`src/hdl/gpp_pkg.sv`:
```
// Purpose: constants for the shared-function 8-bit port
// Assumes: plain register port, 8-bit data, word index addressing
// Notes:   register indices are local choices
// Summary of operation
// - direction bit one makes the pin a general-purpose output
// - output pin drives its latch bit
// - latch write appears at once on output pins; here one clock after the latch takes it, as the pad outputs are registered
// - read of an output pin returns the latch bit
// - direction bit zero makes the pin an input, drive off
// - latch write on an input pin is stored but not driven
// - input pin read gives pin level, read-modify-write gives latch
// - enabled peripheral output overrides the port output path
// - peripheral-driven pin reads its level, read-modify-write gives latch
// - pin level is read whether or not a peripheral uses it as input
// - reset clears direction, all pins inputs
// - reset clears analog disable, digital input off on analog pins
// - standby select one in stop or watch: pins float, input held low
// - wake-capable pins with interrupt enabled keep their input
// - standby select zero: pin states and output levels kept
// - pull-up enable one connects the pull-up
// - pull-up disconnected while the pin drives low
package gpp_pkg;
  localparam int          GPP_WIDTH      = 8;
  localparam int          GPP_ADDR_W     = 3;
  localparam logic [2:0]  GPP_IDX_LATCH  = 3'h0;
  localparam logic [2:0]  GPP_IDX_DIR    = 3'h1;
  localparam logic [2:0]  GPP_IDX_PULL   = 3'h2;
  localparam logic [2:0]  GPP_IDX_ANADIS = 3'h3;
  localparam logic [2:0]  GPP_IDX_STBY   = 3'h4;
  localparam logic [2:0]  GPP_IDX_WAKEEN = 3'h5;
  localparam logic [7:0]  GPP_RST_BYTE   = 8'h00;
  localparam int          GPP_STBY_SEL_BIT = 0;
  localparam logic [7:0]  GPP_ANA_PINS   = 8'h0F;
  localparam logic [7:0]  GPP_WAKE_PINS  = 8'hA0;
endpackage : gpp_pkg

```
`src/hdl/gpp_port.sv`:
```
// Purpose: 8-bit port with peripheral sharing, analog share, standby float
// Assumes: pins arrive asynchronously, three-stage synchronised
// Notes:   pin output enables are active low
`timescale 1ns/1ns
module gpp_port #(
  parameter logic [7:0] ANA_PINS  = gpp_pkg::GPP_ANA_PINS,
  parameter logic [7:0] WAKE_PINS = gpp_pkg::GPP_WAKE_PINS
) (
  input  wire logic       clk,
  input  wire logic       reset_n,
  input  wire logic [2:0] addr,
  input  wire logic [7:0] wrData,
  input  wire logic       wrStb,
  input  wire logic       rdStb,
  input  wire logic       rdRmw,
  output logic      [7:0] rdData,
  input  wire logic [7:0] pinIn,
  output logic      [7:0] pinOut,
  output logic      [7:0] pinOe_n,
  output logic      [7:0] pullUpOn,
  output logic      [7:0] digIn,
  input  wire logic [7:0] periphOe,
  input  wire logic [7:0] periphOut,
  input  wire logic       stopWatch,
  input  wire logic [7:0] wakeIrqEn
);

  ////////////////////////////////////////////////////////////////////////////
  // registers
  logic [7:0] port6_output_latch;
  logic [7:0] port6_direction;
  logic [7:0] port6_pullup_enable;
  logic [7:0] analog_input_disable_upper;
  logic [7:0] standby_control;
  logic [7:0] sync1;
  logic [7:0] sync2;
  logic [7:0] sync3;
  logic [7:0] pinLevel;
  logic       floatAll;
  logic [7:0] next_pinOut;
  logic [7:0] next_oe_n;
  logic [7:0] next_pull;
  logic [7:0] next_digIn;
  logic [7:0] next_rdData;

  function automatic logic hit(input logic [2:0] a, input logic [2:0] idx);
    return a == idx;
  endfunction : hit

  // software writes, all cleared on reset
  always_ff @(posedge clk or negedge reset_n)
  begin
    if (!reset_n)
    begin
      port6_output_latch         <= gpp_pkg::GPP_RST_BYTE;
      port6_direction            <= gpp_pkg::GPP_RST_BYTE;
      port6_pullup_enable        <= gpp_pkg::GPP_RST_BYTE;
      analog_input_disable_upper <= gpp_pkg::GPP_RST_BYTE;
      standby_control            <= gpp_pkg::GPP_RST_BYTE;
    end
    else if (wrStb)
    begin
      if (hit(addr, gpp_pkg::GPP_IDX_LATCH))
        port6_output_latch <= wrData;
      if (hit(addr, gpp_pkg::GPP_IDX_DIR))
        port6_direction <= wrData;
      if (hit(addr, gpp_pkg::GPP_IDX_PULL))
        port6_pullup_enable <= wrData;
      if (hit(addr, gpp_pkg::GPP_IDX_ANADIS))
        analog_input_disable_upper <= wrData & ANA_PINS;
      if (hit(addr, gpp_pkg::GPP_IDX_STBY))
        standby_control <= wrData;
    end
  end

  ////////////////////////////////////////////////////////////////////////////
  // pin synchroniser: a change counts once stages two and three agree
  always_ff @(posedge clk or negedge reset_n)
  begin
    if (!reset_n)
    begin
      sync1    <= gpp_pkg::GPP_RST_BYTE;
      sync2    <= gpp_pkg::GPP_RST_BYTE;
      sync3    <= gpp_pkg::GPP_RST_BYTE;
      pinLevel <= gpp_pkg::GPP_RST_BYTE;
    end
    else
    begin
      sync1    <= pinIn;
      sync2    <= sync1;
      sync3    <= sync2;
      pinLevel <= (sync2 & sync3) | (pinLevel & (sync2 | sync3));
    end
  end

  ////////////////////////////////////////////////////////////////////////////
  // pin drive: peripheral over port, standby float over both
  always_comb
  begin
    floatAll = stopWatch && standby_control[gpp_pkg::GPP_STBY_SEL_BIT];
    for (int i = 0; i < gpp_pkg::GPP_WIDTH; i++)
    begin
      if (periphOe[i])
      begin
        next_pinOut[i] = periphOut[i];
        next_oe_n[i]   = 1'b0;
      end
      else if (port6_direction[i])
      begin
        next_pinOut[i] = port6_output_latch[i];
        next_oe_n[i]   = 1'b0;
      end
      else
      begin
        next_pinOut[i] = 1'b0;
        next_oe_n[i]   = 1'b1;
      end
      if (floatAll)
        next_oe_n[i] = 1'b1;
      // pull-up off when driving low, saves the resistor current
      next_pull[i] = port6_pullup_enable[i] && !(!next_oe_n[i] && !next_pinOut[i]);
      // analog-shared pins need the disable bit before digital input works
      next_digIn[i] = pinLevel[i] && (!ANA_PINS[i] || analog_input_disable_upper[i]);
      if (floatAll && !(WAKE_PINS[i] && wakeIrqEn[i]))
        next_digIn[i] = 1'b0;
    end
  end

  // register the pad controls so every output is a flop
  always_ff @(posedge clk or negedge reset_n)
  begin
    if (!reset_n)
    begin
      pinOut   <= gpp_pkg::GPP_RST_BYTE;
      pinOe_n  <= ~gpp_pkg::GPP_RST_BYTE;
      pullUpOn <= gpp_pkg::GPP_RST_BYTE;
      digIn    <= gpp_pkg::GPP_RST_BYTE;
    end
    else
    begin
      pinOut   <= next_pinOut;
      pinOe_n  <= next_oe_n;
      pullUpOn <= next_pull;
      digIn    <= next_digIn;
    end
  end

  ////////////////////////////////////////////////////////////////////////////
  // read mux: data reads pick latch or pin per bit
  always_comb
  begin
    next_rdData = gpp_pkg::GPP_RST_BYTE;
    unique case (addr)
      gpp_pkg::GPP_IDX_LATCH:
        for (int i = 0; i < gpp_pkg::GPP_WIDTH; i++)
          next_rdData[i] = (rdRmw || (port6_direction[i] && !periphOe[i]))
                         ? port6_output_latch[i] : pinLevel[i];
      gpp_pkg::GPP_IDX_DIR:    next_rdData = port6_direction;
      gpp_pkg::GPP_IDX_PULL:   next_rdData = port6_pullup_enable;
      gpp_pkg::GPP_IDX_ANADIS: next_rdData = analog_input_disable_upper;
      gpp_pkg::GPP_IDX_STBY:   next_rdData = standby_control;
      gpp_pkg::GPP_IDX_WAKEEN: next_rdData = wakeIrqEn & WAKE_PINS;
      default:                 next_rdData = gpp_pkg::GPP_RST_BYTE;
    endcase
  end

  // read data valid only in the cycle after the strobe
  always_ff @(posedge clk or negedge reset_n)
  begin
    if (!reset_n)
      rdData <= gpp_pkg::GPP_RST_BYTE;
    else if (rdStb)
      rdData <= next_rdData;
    else
      rdData <= gpp_pkg::GPP_RST_BYTE;
  end
endmodule : gpp_port
```
`config.mk`:
```
export PLATFORM = sky130hd
export DESIGN_NAME = gpp_port
export DESIGN_NICKNAME = d
export VERILOG_FILES = /design/src/hdl/gpp_pkg.sv /design/src/hdl/gpp_port.sv
export SDC_FILE = /design/constraint.sdc
export NUM_CORES = 1
export LEC_CHECK = 0
export BUFFER_PORTS_ARGS = -buffer_cell sky130_fd_sc_hd__buf_4
export CELL_PAD_IN_SITES_DETAIL_PLACEMENT = 0
export CELL_PAD_IN_SITES_GLOBAL_PLACEMENT = 1
export CORE_MARGIN = 3
export CORE_UTILIZATION = 49
export CTS_BUF_LIST = sky130_fd_sc_hd__clkbuf_4
export DETAILED_ROUTE_END_ITERATION = 16
export PLACE_DENSITY_LB_ADDON = 0.1
export SLEW_MARGIN = 10
export SYNTH_ARGS = -nofsm -noshare
export SYNTH_HDL_FRONTEND = slang
export SYNTH_SLANG_ARGS = --single-unit
```
`constraint.sdc`:
```
create_clock -name clk -period 3.2 [get_ports clk]
set_input_delay 0.32 -clock clk [delete_from_list [all_inputs] [get_ports clk]]
set_output_delay 0.32 -clock clk [all_outputs]
set_load 0.03 [all_outputs]
```
### Word-level counts from Yosys, hierarchy flattened

Index checks and enable logic that the tools add are counted.

| storage, ports and cells | value |
|---|---|
| word-level logic and storage cells | 160 |
| register bits after elaboration | 108 |
| input bits | 49 |
| output and inout bits | 40 |

| cells by class | value |
|---|---|
| eq/ne operators | 5 |
| reductions and logical operators | 79 |
| muxes and demuxes | 58 |
| bitwise gates (word level) | 4 |

Operators with widths:

| cell | number |
|---|---|
| $mux W1 | 56 |
| $pmux W8 S6 | 1 |
| $logic_not A1 Y1 | 34 |
| $logic_and A1 B1 Y1 | 31 |
| $and A8 B8 Y8 | 2 |
| $or A8 B8 Y8 | 2 |
| $reduce_and A2 Y1 | 5 |
| $logic_or A1 B1 Y1 | 8 |
| $mux W8 | 1 |
| $eq A3 B2 Y1 const B | 2 |
| $eq A3 B3 Y1 const B | 2 |
| $eq A3 B1 Y1 const B | 1 |
| $logic_not A3 Y1 | 1 |

### Depth between registers and ports, before layout

Gate-level depths: netlist of the first run.

| logic depth | value |
|---|---|
| depth after elaboration | 7 |
| mapped depth | 5 |

### Worst setup path before layout of the first run

OpenSTA, ideal clock, no wires.

| timing | value |
|---|---|
| path type | input port to flip-flop |
| from | input port addr[0] |
| to | register standby_control[0] |
| arrival time | 1.363 ns |
| cell stages on the path | 5 |
| setup slack | 1.712 ns |
| buffers on the path | 2 |
| data required time | 3.075 ns |
| cells stage by stage | buf_4 -> nor3b_2 -> and2_1 -> buf_2 -> mux2_2 |

| between the ends | value |
|---|---|
| word-level cells in the longest chain between the ends | 2 |

RTL lines:

| what | RTL line | text |
|---|---|---|
| start: declaration | gpp_port.sv:11 | `input wire logic [2:0] addr,` |
| $eq A3 B3 Y1 | gpp_port.sv:47 | `return a == idx;` |
| $reduce_and A2 Y1 (no line) | n/a |  |
| end signal: assignment | gpp_port.sv:59 | `standby_control <= gpp_pkg::GPP_RST_BYTE;` |
| end signal: assignment | gpp_port.sv:72 | `standby_control <= wrData;` |
| end: declaration | gpp_port.sv:34 | `logic [7:0] standby_control;` |

Every way passes these cells.
A chain may end at the register's enable or synchronous reset.

### Final worst setup path of the first run

| timing | value |
|---|---|
| from | register pinOe_n[5] |
| to | output port pinOe_n[5] |

RTL lines:

| what | RTL line | text |
|---|---|---|
| start: declaration | gpp_port.sv:19 | `output logic [7:0] pinOe_n,` |
| start signal: assignment | gpp_port.sv:135 | `pinOe_n <= ~gpp_pkg::GPP_RST_BYTE;` |
| start signal: assignment | gpp_port.sv:142 | `pinOe_n <= next_oe_n;` |

No word-level cell between the ends.

==> results of run 1 <==
==> cell type report <==
cell class | count | area (um^2) | share of cell area, %
Inverter | 1 | 3.754 | 0.07560
Tap cell | 102 | 127.6 | 2.571
Clock buffer | 11 | 82.58 | 1.663
Timing Repair Buffer | 92 | 710.7 | 14.31
Sequential cell | 108 | 2713 | 54.64
Multi-Input combinational cell | 156 | 1290 | 25.98
Clock inverter | 5 | 37.54 | 0.7560
==> cells in the final DEF (no fill, tap or decap), types with 5 or more instances in the layout <==
cell type,Yosys,layout
a22oi_1,7,7
a21oi_1,5,5
o21a_1,14,14
o21ai_0,13,13
dfstp_2,8,8
clkbuf_4,0,11
mux2_2,41,41
a22o_1,8,8
buf_4,1,84
nand2_1,5,5
maj3_1,8,8
nor2b_1,10,10
dlygate4sd3_1,0,8
dfrtp_1,100,100
==> worst max path at each step <==
| stage | end | slack (ns) | depth (start not counted) |
|---|---|---|---|
| 3_3_place_gp | standby_control[4] | 1.38 | 4 |
| 6_report | pinOe_n[5] | 1.72 | 1 |
| 2_1_floorplan | standby_control[0] | 1.71 | 5 |
| 4_1_cts | pullUpOn[6] | 1.69 | 3 |
| 5_1_grt | pullUpOn[6] | 1.56 | 3 |
| 3_5_place_dp | port6_pullup_enable[1] | 1.37 | 4 |
==> through the flow <==
stage                     hold WS [ns]  total power [mW]  cells
after floorplan                0.02441             2.107    272
after global placement          0.3326             2.369    451
after detailed placement        0.3347             2.385    451
after CTS                      0.01987             3.003    475
after global routing           0.02026             3.125    475
final                          0.04449             2.974    475
==> per-layer routing <==
layer  up-vias  GRT usage [%]
li1       1177              -
met1      1223          25.19
met2        75          27.28
met3         8          5.552
met4         0          3.996
met5         -              0
==> power by group <==
part	switching [mW]	internal (mW)
Combinational	0.352	0.313
Clock	0.435	0.181
Sequential	0.114	1.58
==> cell families (layout without fill, tap and decap cells) <==
logic type | after synthesis | count (layout)
buffers and inverters | 8 | 109
AOI/OAI and AO/OA | 62 | 62
adders and majority gates | 8 | 8
muxes | 42 | 42
and+or+nand+nor | 44 | 44
DFF | 108 | 108
==> Yosys cell counts (5+ instances only) <==
master and instances:
o21ai_0 13, nand2_1 5, nor2b_1 10, a22oi_1 7
maj3_1 8, a22o_1 8, dfrtp_1 100, dfstp_2 8
a21oi_1 5, mux2_2 41, o21a_1 14
==> what timing repair did <==
action                                 in CTS  in global routing
endpoints found under the hold margin       8                  0
setup endpoints to repair                   0                  0
hold buffers                                8                  0
==> flow_summary_export.csv, run 1 <==
group,metric,value,unit
synth,ys.flop_type,"dfrtp_1",
setup_path,required,2.88,ns
setup_path,critPathBufInv,1,
setup_path,r2r-end,"pullUpOn[7]",
timing,final_max_slew_viol_count,0,
cts,cts_resized,0,
die,die_h,96.88,um
timing,relSlewSlack,27.08,%
synth,synthAdderAreaFrac,1.979,%
timing,worst_slack,1.721,ns
timing,fin_crit_sh,46.21,%
synth,synth_cell_types,38,
detailed_routing,dr.pass1.iters,4,
synth,synth-warning-count,0,
setup_path,critPathMaxStageDelay,0.55,ns
synth,synth-edff-count,0,
setup_path,rr_worst_depth,3,
setup_path,start_kind,"flip-flop",
global_routing,grt-ovfl-total,0,
synth,synth_xor_area_share,0,%
global_routing,first_global_vias,2510,
die,dieArea,9385,um^2
setup_path,crit_path_end_kind,"output pin",
detailed_routing,drt_iter0_markers,54,
timing,finalSetupViolations,0,
place,gp_congestion,0.7772,
detailed_routing,remaining_drc_errors,0,
synth,syn_area_per_cell,14.88,um^2
timing,rsz0062_at_grt,"no",
detailed_routing,wl_met3,458,um
hold_path,min_to,"pinOe_n[1]",
cts,cts.sinks,108,
cts,post_cts_buffers,0,
detailed_routing,avgRoutedWirePerCell,17.08,um
timing,fin_skew,0.01633,ns
detailed_routing,met2_length,3.725,mm
detailed_routing,topRoutingLayerUsed,"met4",
setup_path,path_cells,"buf_4",
timing,tns,0,ns
global_routing,grt_start_max_net_pins,92,
cells_and_area,final_area,4965,um^2
place,portBuffers,82,
cts,cts_buffer_depth,2,
detailed_routing,m1WireLength,3.830,mm
place,post-place-ws,1.366,ns
cells_and_area,fin_util,62.94,%
synth,synthMuxAreaShare,11.66,%
synth,synth_area,4046,um^2
hold_path,worstHoldStart,"periphOe[1]",
synth,synth.net_count,321,
cts,clk_pin_slew,0.16,ns
cells_and_area,drive_gt1_share,43.16,%
setup_path,crit_path_start,"pinOe_n[5]",
cts,cts_buffers,9,
die,dieWidth,96.88,um
die,num_io_pins,89,
detailed_routing,ant_nets,0,
cells_and_area,fin_nets,417,
hold_path,hold_class,"in2reg",
detailed_routing,vias,2483,
synth,async_flop_share,100.0,%
timing,worstMarginPinSlew,1.094,ns
die,initial_core_util,51.30,%
setup_path,crit_family,"flip-flops",
cts,clockRootBuffer,"clkbuf_4",
setup_path,cp_slowest_cell,"dfstp_2",
synth,synth_cells,272,
synth,yosys.area_share.simple,7.576,%
synth,synth_top_cell_by_area,"dfrtp_1",
die,core_region_area,7888,um^2
synth,synth_compound_area_share,10.67,%
setup_path,regToRegSetupSlack,1.74,ns
synth,synth_top_family_by_area,"multiplexers",
hold_path,worstHoldPathCells,2,
timing,clock.fmax,0.6762,GHz
synth,synth.area.top_cells,"dfrtp_1, mux2_2, dfstp_2",
place,dp_hpwl,5.465,mm
detailed_routing,via_per_inst,5.227,
timing,min_period,1.479,ns
cts,h-tree-depth,3,
power,ir_worst_vdd,0.0003359,V
setup_path,path_class,"reg2out",
cts,cts_tree,"built",
cts,clock_latency,0.45,ns
die,rows,32,
detailed_routing,routed_wl,8.113,mm
synth,yosysSeqAreaShare,67.04,%
cells_and_area,syn_to_final_growth,22.70,%
cells_and_area,insertedDiodeCount,0,
place,place_area,4765,um^2
timing,hold_viol_final,0,
setup_path,arrival,1.16,ns
global_routing,grtUsageTotal,17.81,%
setup_path,reg2reg_from,"standby_control[0]",
synth,ys_ff_latch,108,
power,powerDensity,599.1,nW/um^2
global_routing,grt_pass1_wl,13.18,mm
synth,synth_top_area_share,61.84,%
run,max-cap-violations,0,
status,status,"completed",
setup_path,worst-path-max-fanout,1,
cells_and_area,fill_cells,616,
power,power_leakage,2.241,nW
global_routing,antenna_found_initial,0,
Power figures use the tool's default switching activity.
==> inputs of run 2 (changes only) <==
--- a/config.mk
+++ b/config.mk
@@ -5,11 +5,12 @@
 export SDC_FILE = /design/constraint.sdc
 export NUM_CORES = 1
 export LEC_CHECK = 0
+export ABC_AREA = 1
 export BUFFER_PORTS_ARGS = -buffer_cell sky130_fd_sc_hd__buf_4
 export CELL_PAD_IN_SITES_DETAIL_PLACEMENT = 0
 export CELL_PAD_IN_SITES_GLOBAL_PLACEMENT = 1
 export CORE_MARGIN = 3
-export CORE_UTILIZATION = 49
+export CORE_UTILIZATION = 43
 export CTS_BUF_LIST = sky130_fd_sc_hd__clkbuf_4
 export DETAILED_ROUTE_END_ITERATION = 16
 export PLACE_DENSITY_LB_ADDON = 0.1
==> constraint.sdc (replaced) <==
create_clock -name clk -period 1.4 [get_ports clk]
set_input_delay 0.14 -clock clk [delete_from_list [all_inputs] [get_ports clk]]
set_output_delay 0.14 -clock clk [all_outputs]
set_load 0.03 [all_outputs]
==> run 2 against run 1 <==
  * Flip-flop and latch count unchanged
  * Critical endpoint is now pinOe_n[1]
  * Synthesized cell count increased by 44%
  * Power increased by 130%
==> flow_summary_export.csv, run 2 <==
group,metric,value,unit
status,status,"completed",
setup_path,critPathMaxStageDelay,0.56,ns
synth,synth_area,4134,um^2
cts,clockRootBuffer,"clkbuf_4",
power,powerDensity,1266,nW/um^2
setup_path,start_kind,"flip-flop",
detailed_routing,ant_nets,0,
timing,relSlewSlack,63.94,%
cells_and_area,mostFrequentLayoutCells,"dfrtp_1, nand2_1, buf_4",
power,ir_worst_vdd,0.0006009,V
timing,tns,0,ns
synth,synth.most_common_cell,"dfrtp_1",
synth,syn_area_per_cell,10.55,um^2
timing,fin_skew,0.01559,ns
setup_path,critPathBufInv,1,
synth,synth_top_area_share,60.53,%
synth,synth-warning-count,0,
place,place_area,4923,um^2
run,max-cap-violations,0,
cts,clock_latency,0.46,ns
place,post-place-ws,0.07654,ns
synth,synth_common_cells,"dfrtp_1, nand2_1, nand3_1, o21ai_0, inv_1",
synth,synth_cell_types,23,
cts,cts_buffers,9,
cts,cts_resized,0,
synth,async_flop_share,100.0,%
timing,min_period,1.310,ns
power,power_leakage,2.706,nW
detailed_routing,via_per_inst,4.802,
cts,h-tree-depth,3,
global_routing,grt_start_max_net_pins,109,
synth,ys.flop_type,"dfrtp_1",
setup_path,crit_family,"flip-flops",
global_routing,antenna_found_initial,0,
synth,synth.net_count,441,
die,core_region_area,9284,um^2
detailed_routing,drt_iter0_markers,124,
global_routing,grt_pass1_wl,15.24,mm
timing,rsz0062_at_grt,"no",
die,initial_core_util,44.53,%
setup_path,path_cells,"buf_4",
synth,synth_cells,392,
cells_and_area,syn_to_final_growth,31.33,%
timing,clock.fmax,0.7633,GHz
synth,synth.area.top_cells,"dfrtp_1, nand2_1, dfstp_2",
setup_path,crit_path_end_kind,"output pin",
detailed_routing,vias,3136,
timing,worstMarginPinSlew,0.5409,ns
cells_and_area,drive_gt1_share,25.76,%
timing,finalSetupViolations,0,
place,portBuffers,82,
cts,cts.sinks,108,
detailed_routing,dr.pass1.iters,5,
die,num_io_pins,89,
cts,post_cts_buffers,0,
setup_path,required,1.26,ns
synth,ys_ff_latch,108,
cells_and_area,insertedDiodeCount,0,
timing,worst_slack,0.08987,ns
place,dp_hpwl,6.115,mm
cells_and_area,final_area,5429,um^2
global_routing,grtUsageTotal,17.96,%
setup_path,worst-path-max-fanout,1,
place,gp_congestion,0.7949,
global_routing,grt-ovfl-total,0,
setup_path,path_class,"reg2out",
timing,hold_viol_final,0,
cells_and_area,fill_cells,834,
detailed_routing,routed_wl,9.391,mm
setup_path,cp_slowest_cell,"dfstp_2",
synth,yosysSeqAreaShare,65.62,%
global_routing,first_global_vias,3028,
cts,clk_pin_slew,0.18,ns
cells_and_area,fin_nets,568,
cells_and_area,final_common_cell,"dfrtp_1",
detailed_routing,avgRoutedWirePerCell,14.38,um
timing,final_max_slew_viol_count,0,
cts,cts_tree,"built",
cts,cts_hold_buf,35,
die,rows,35,
cts,cts_buffer_depth,2,
die,dieWidth,104.1,um
die,dieArea,10830,um^2
die,die_h,104.1,um
hold_path,hold_class,"in2reg",
synth,synth_top_cell_by_area,"dfrtp_1",
detailed_routing,remaining_drc_errors,0,
synth,synth-edff-count,0,
setup_path,arrival,1.17,ns
timing,fin_crit_sh,93.58,%
-- run 2: changes by cell type after synthesis, moves of 6 or more --
cell	delta
a22oi_1	-7
nand2_1	+90
a22o_1	-8
nand3_1	+40
nor2_1	+21
inv_1	+25
mux2_2	-41
o21a_1	-6
nand4_1	+9
nor2b_1	-10
o21ai_1	+8
o21ai_0	+17
o21ai_2	+8
-- run 2: worst paths after layout --
path	slack, ns	cells after the start	end	start
setup / recovery	0.09	1	pinOe_n[1]	pinOe_n[1]
hold / removal	0.1	3	rdData[4]	rdStb
setup reg to reg	0.28	4	pullUpOn[7]	standby_control[0]
hold reg to reg	0.37	0	sync2[4]	sync1[4]
max in group asynchronous	0.71	3	pinOe_n[6]	reset_n
min in group asynchronous	0.28	3	sync1[0]	reset_n
-- run 2: metrics by stage --
| stage | hold WS (ns) | power [mW] | util [%] | std cells |
|---|---|---|---|---|
| 4_1_cts | 0.09970 | 6.966 | 58.48 | 653 |
| 3_3_place_gp | 0.2498 | 5.176 | 53.03 | 602 |
| 3_5_place_dp | 0.2503 | 5.199 | 53.03 | 602 |
| 6_report | 0.09579 | 6.872 | 58.48 | 653 |
| 2_1_floorplan | -0.1556 | 4.599 | - | 392 |
| 5_1_grt | 0.09742 | 7.266 | 58.48 | 653 |
-- run 2: area by class of cell --
class	count	area, um^2	area share [%]
multi-input combinational	246	1249	23.00
timing repair buffer	126	1046	19.27
clock buffer	9	67.56	1.245
sequential	108	2713	49.97
inverter	28	105.1	1.936
tap	129	161.4	2.973
clock inverter	7	87.58	1.613
-- run 2: logic make-up (layout without fill, tap and decap cells) --
group	count (synthesis)	count (layout)	synth area share (%)
AO/OA/AOI/OAI	62	62	8.717
adder cells (fa/ha/maj)	8	8	1.937
buffers and inverters	38	170	4.177
flip-flops	108	108	65.62
AND/OR/NAND/NOR	176	176	19.55
-- run 2: power by group --
part           internal, mW  switching, mW  total (mW)
registers              3.54          0.256        3.80
logic                 0.582          0.822        1.40
clock network         0.594           1.07        1.67
-- run 2: metal layers --
layer	up-vias	routed length, um	global-route usage (%)
met3	8	487	5.214
met4	0	95	4.843
li1	1554	-	-
met1	1489	4186	22.99
met2	85	4621	29.99
met5	-	0	0
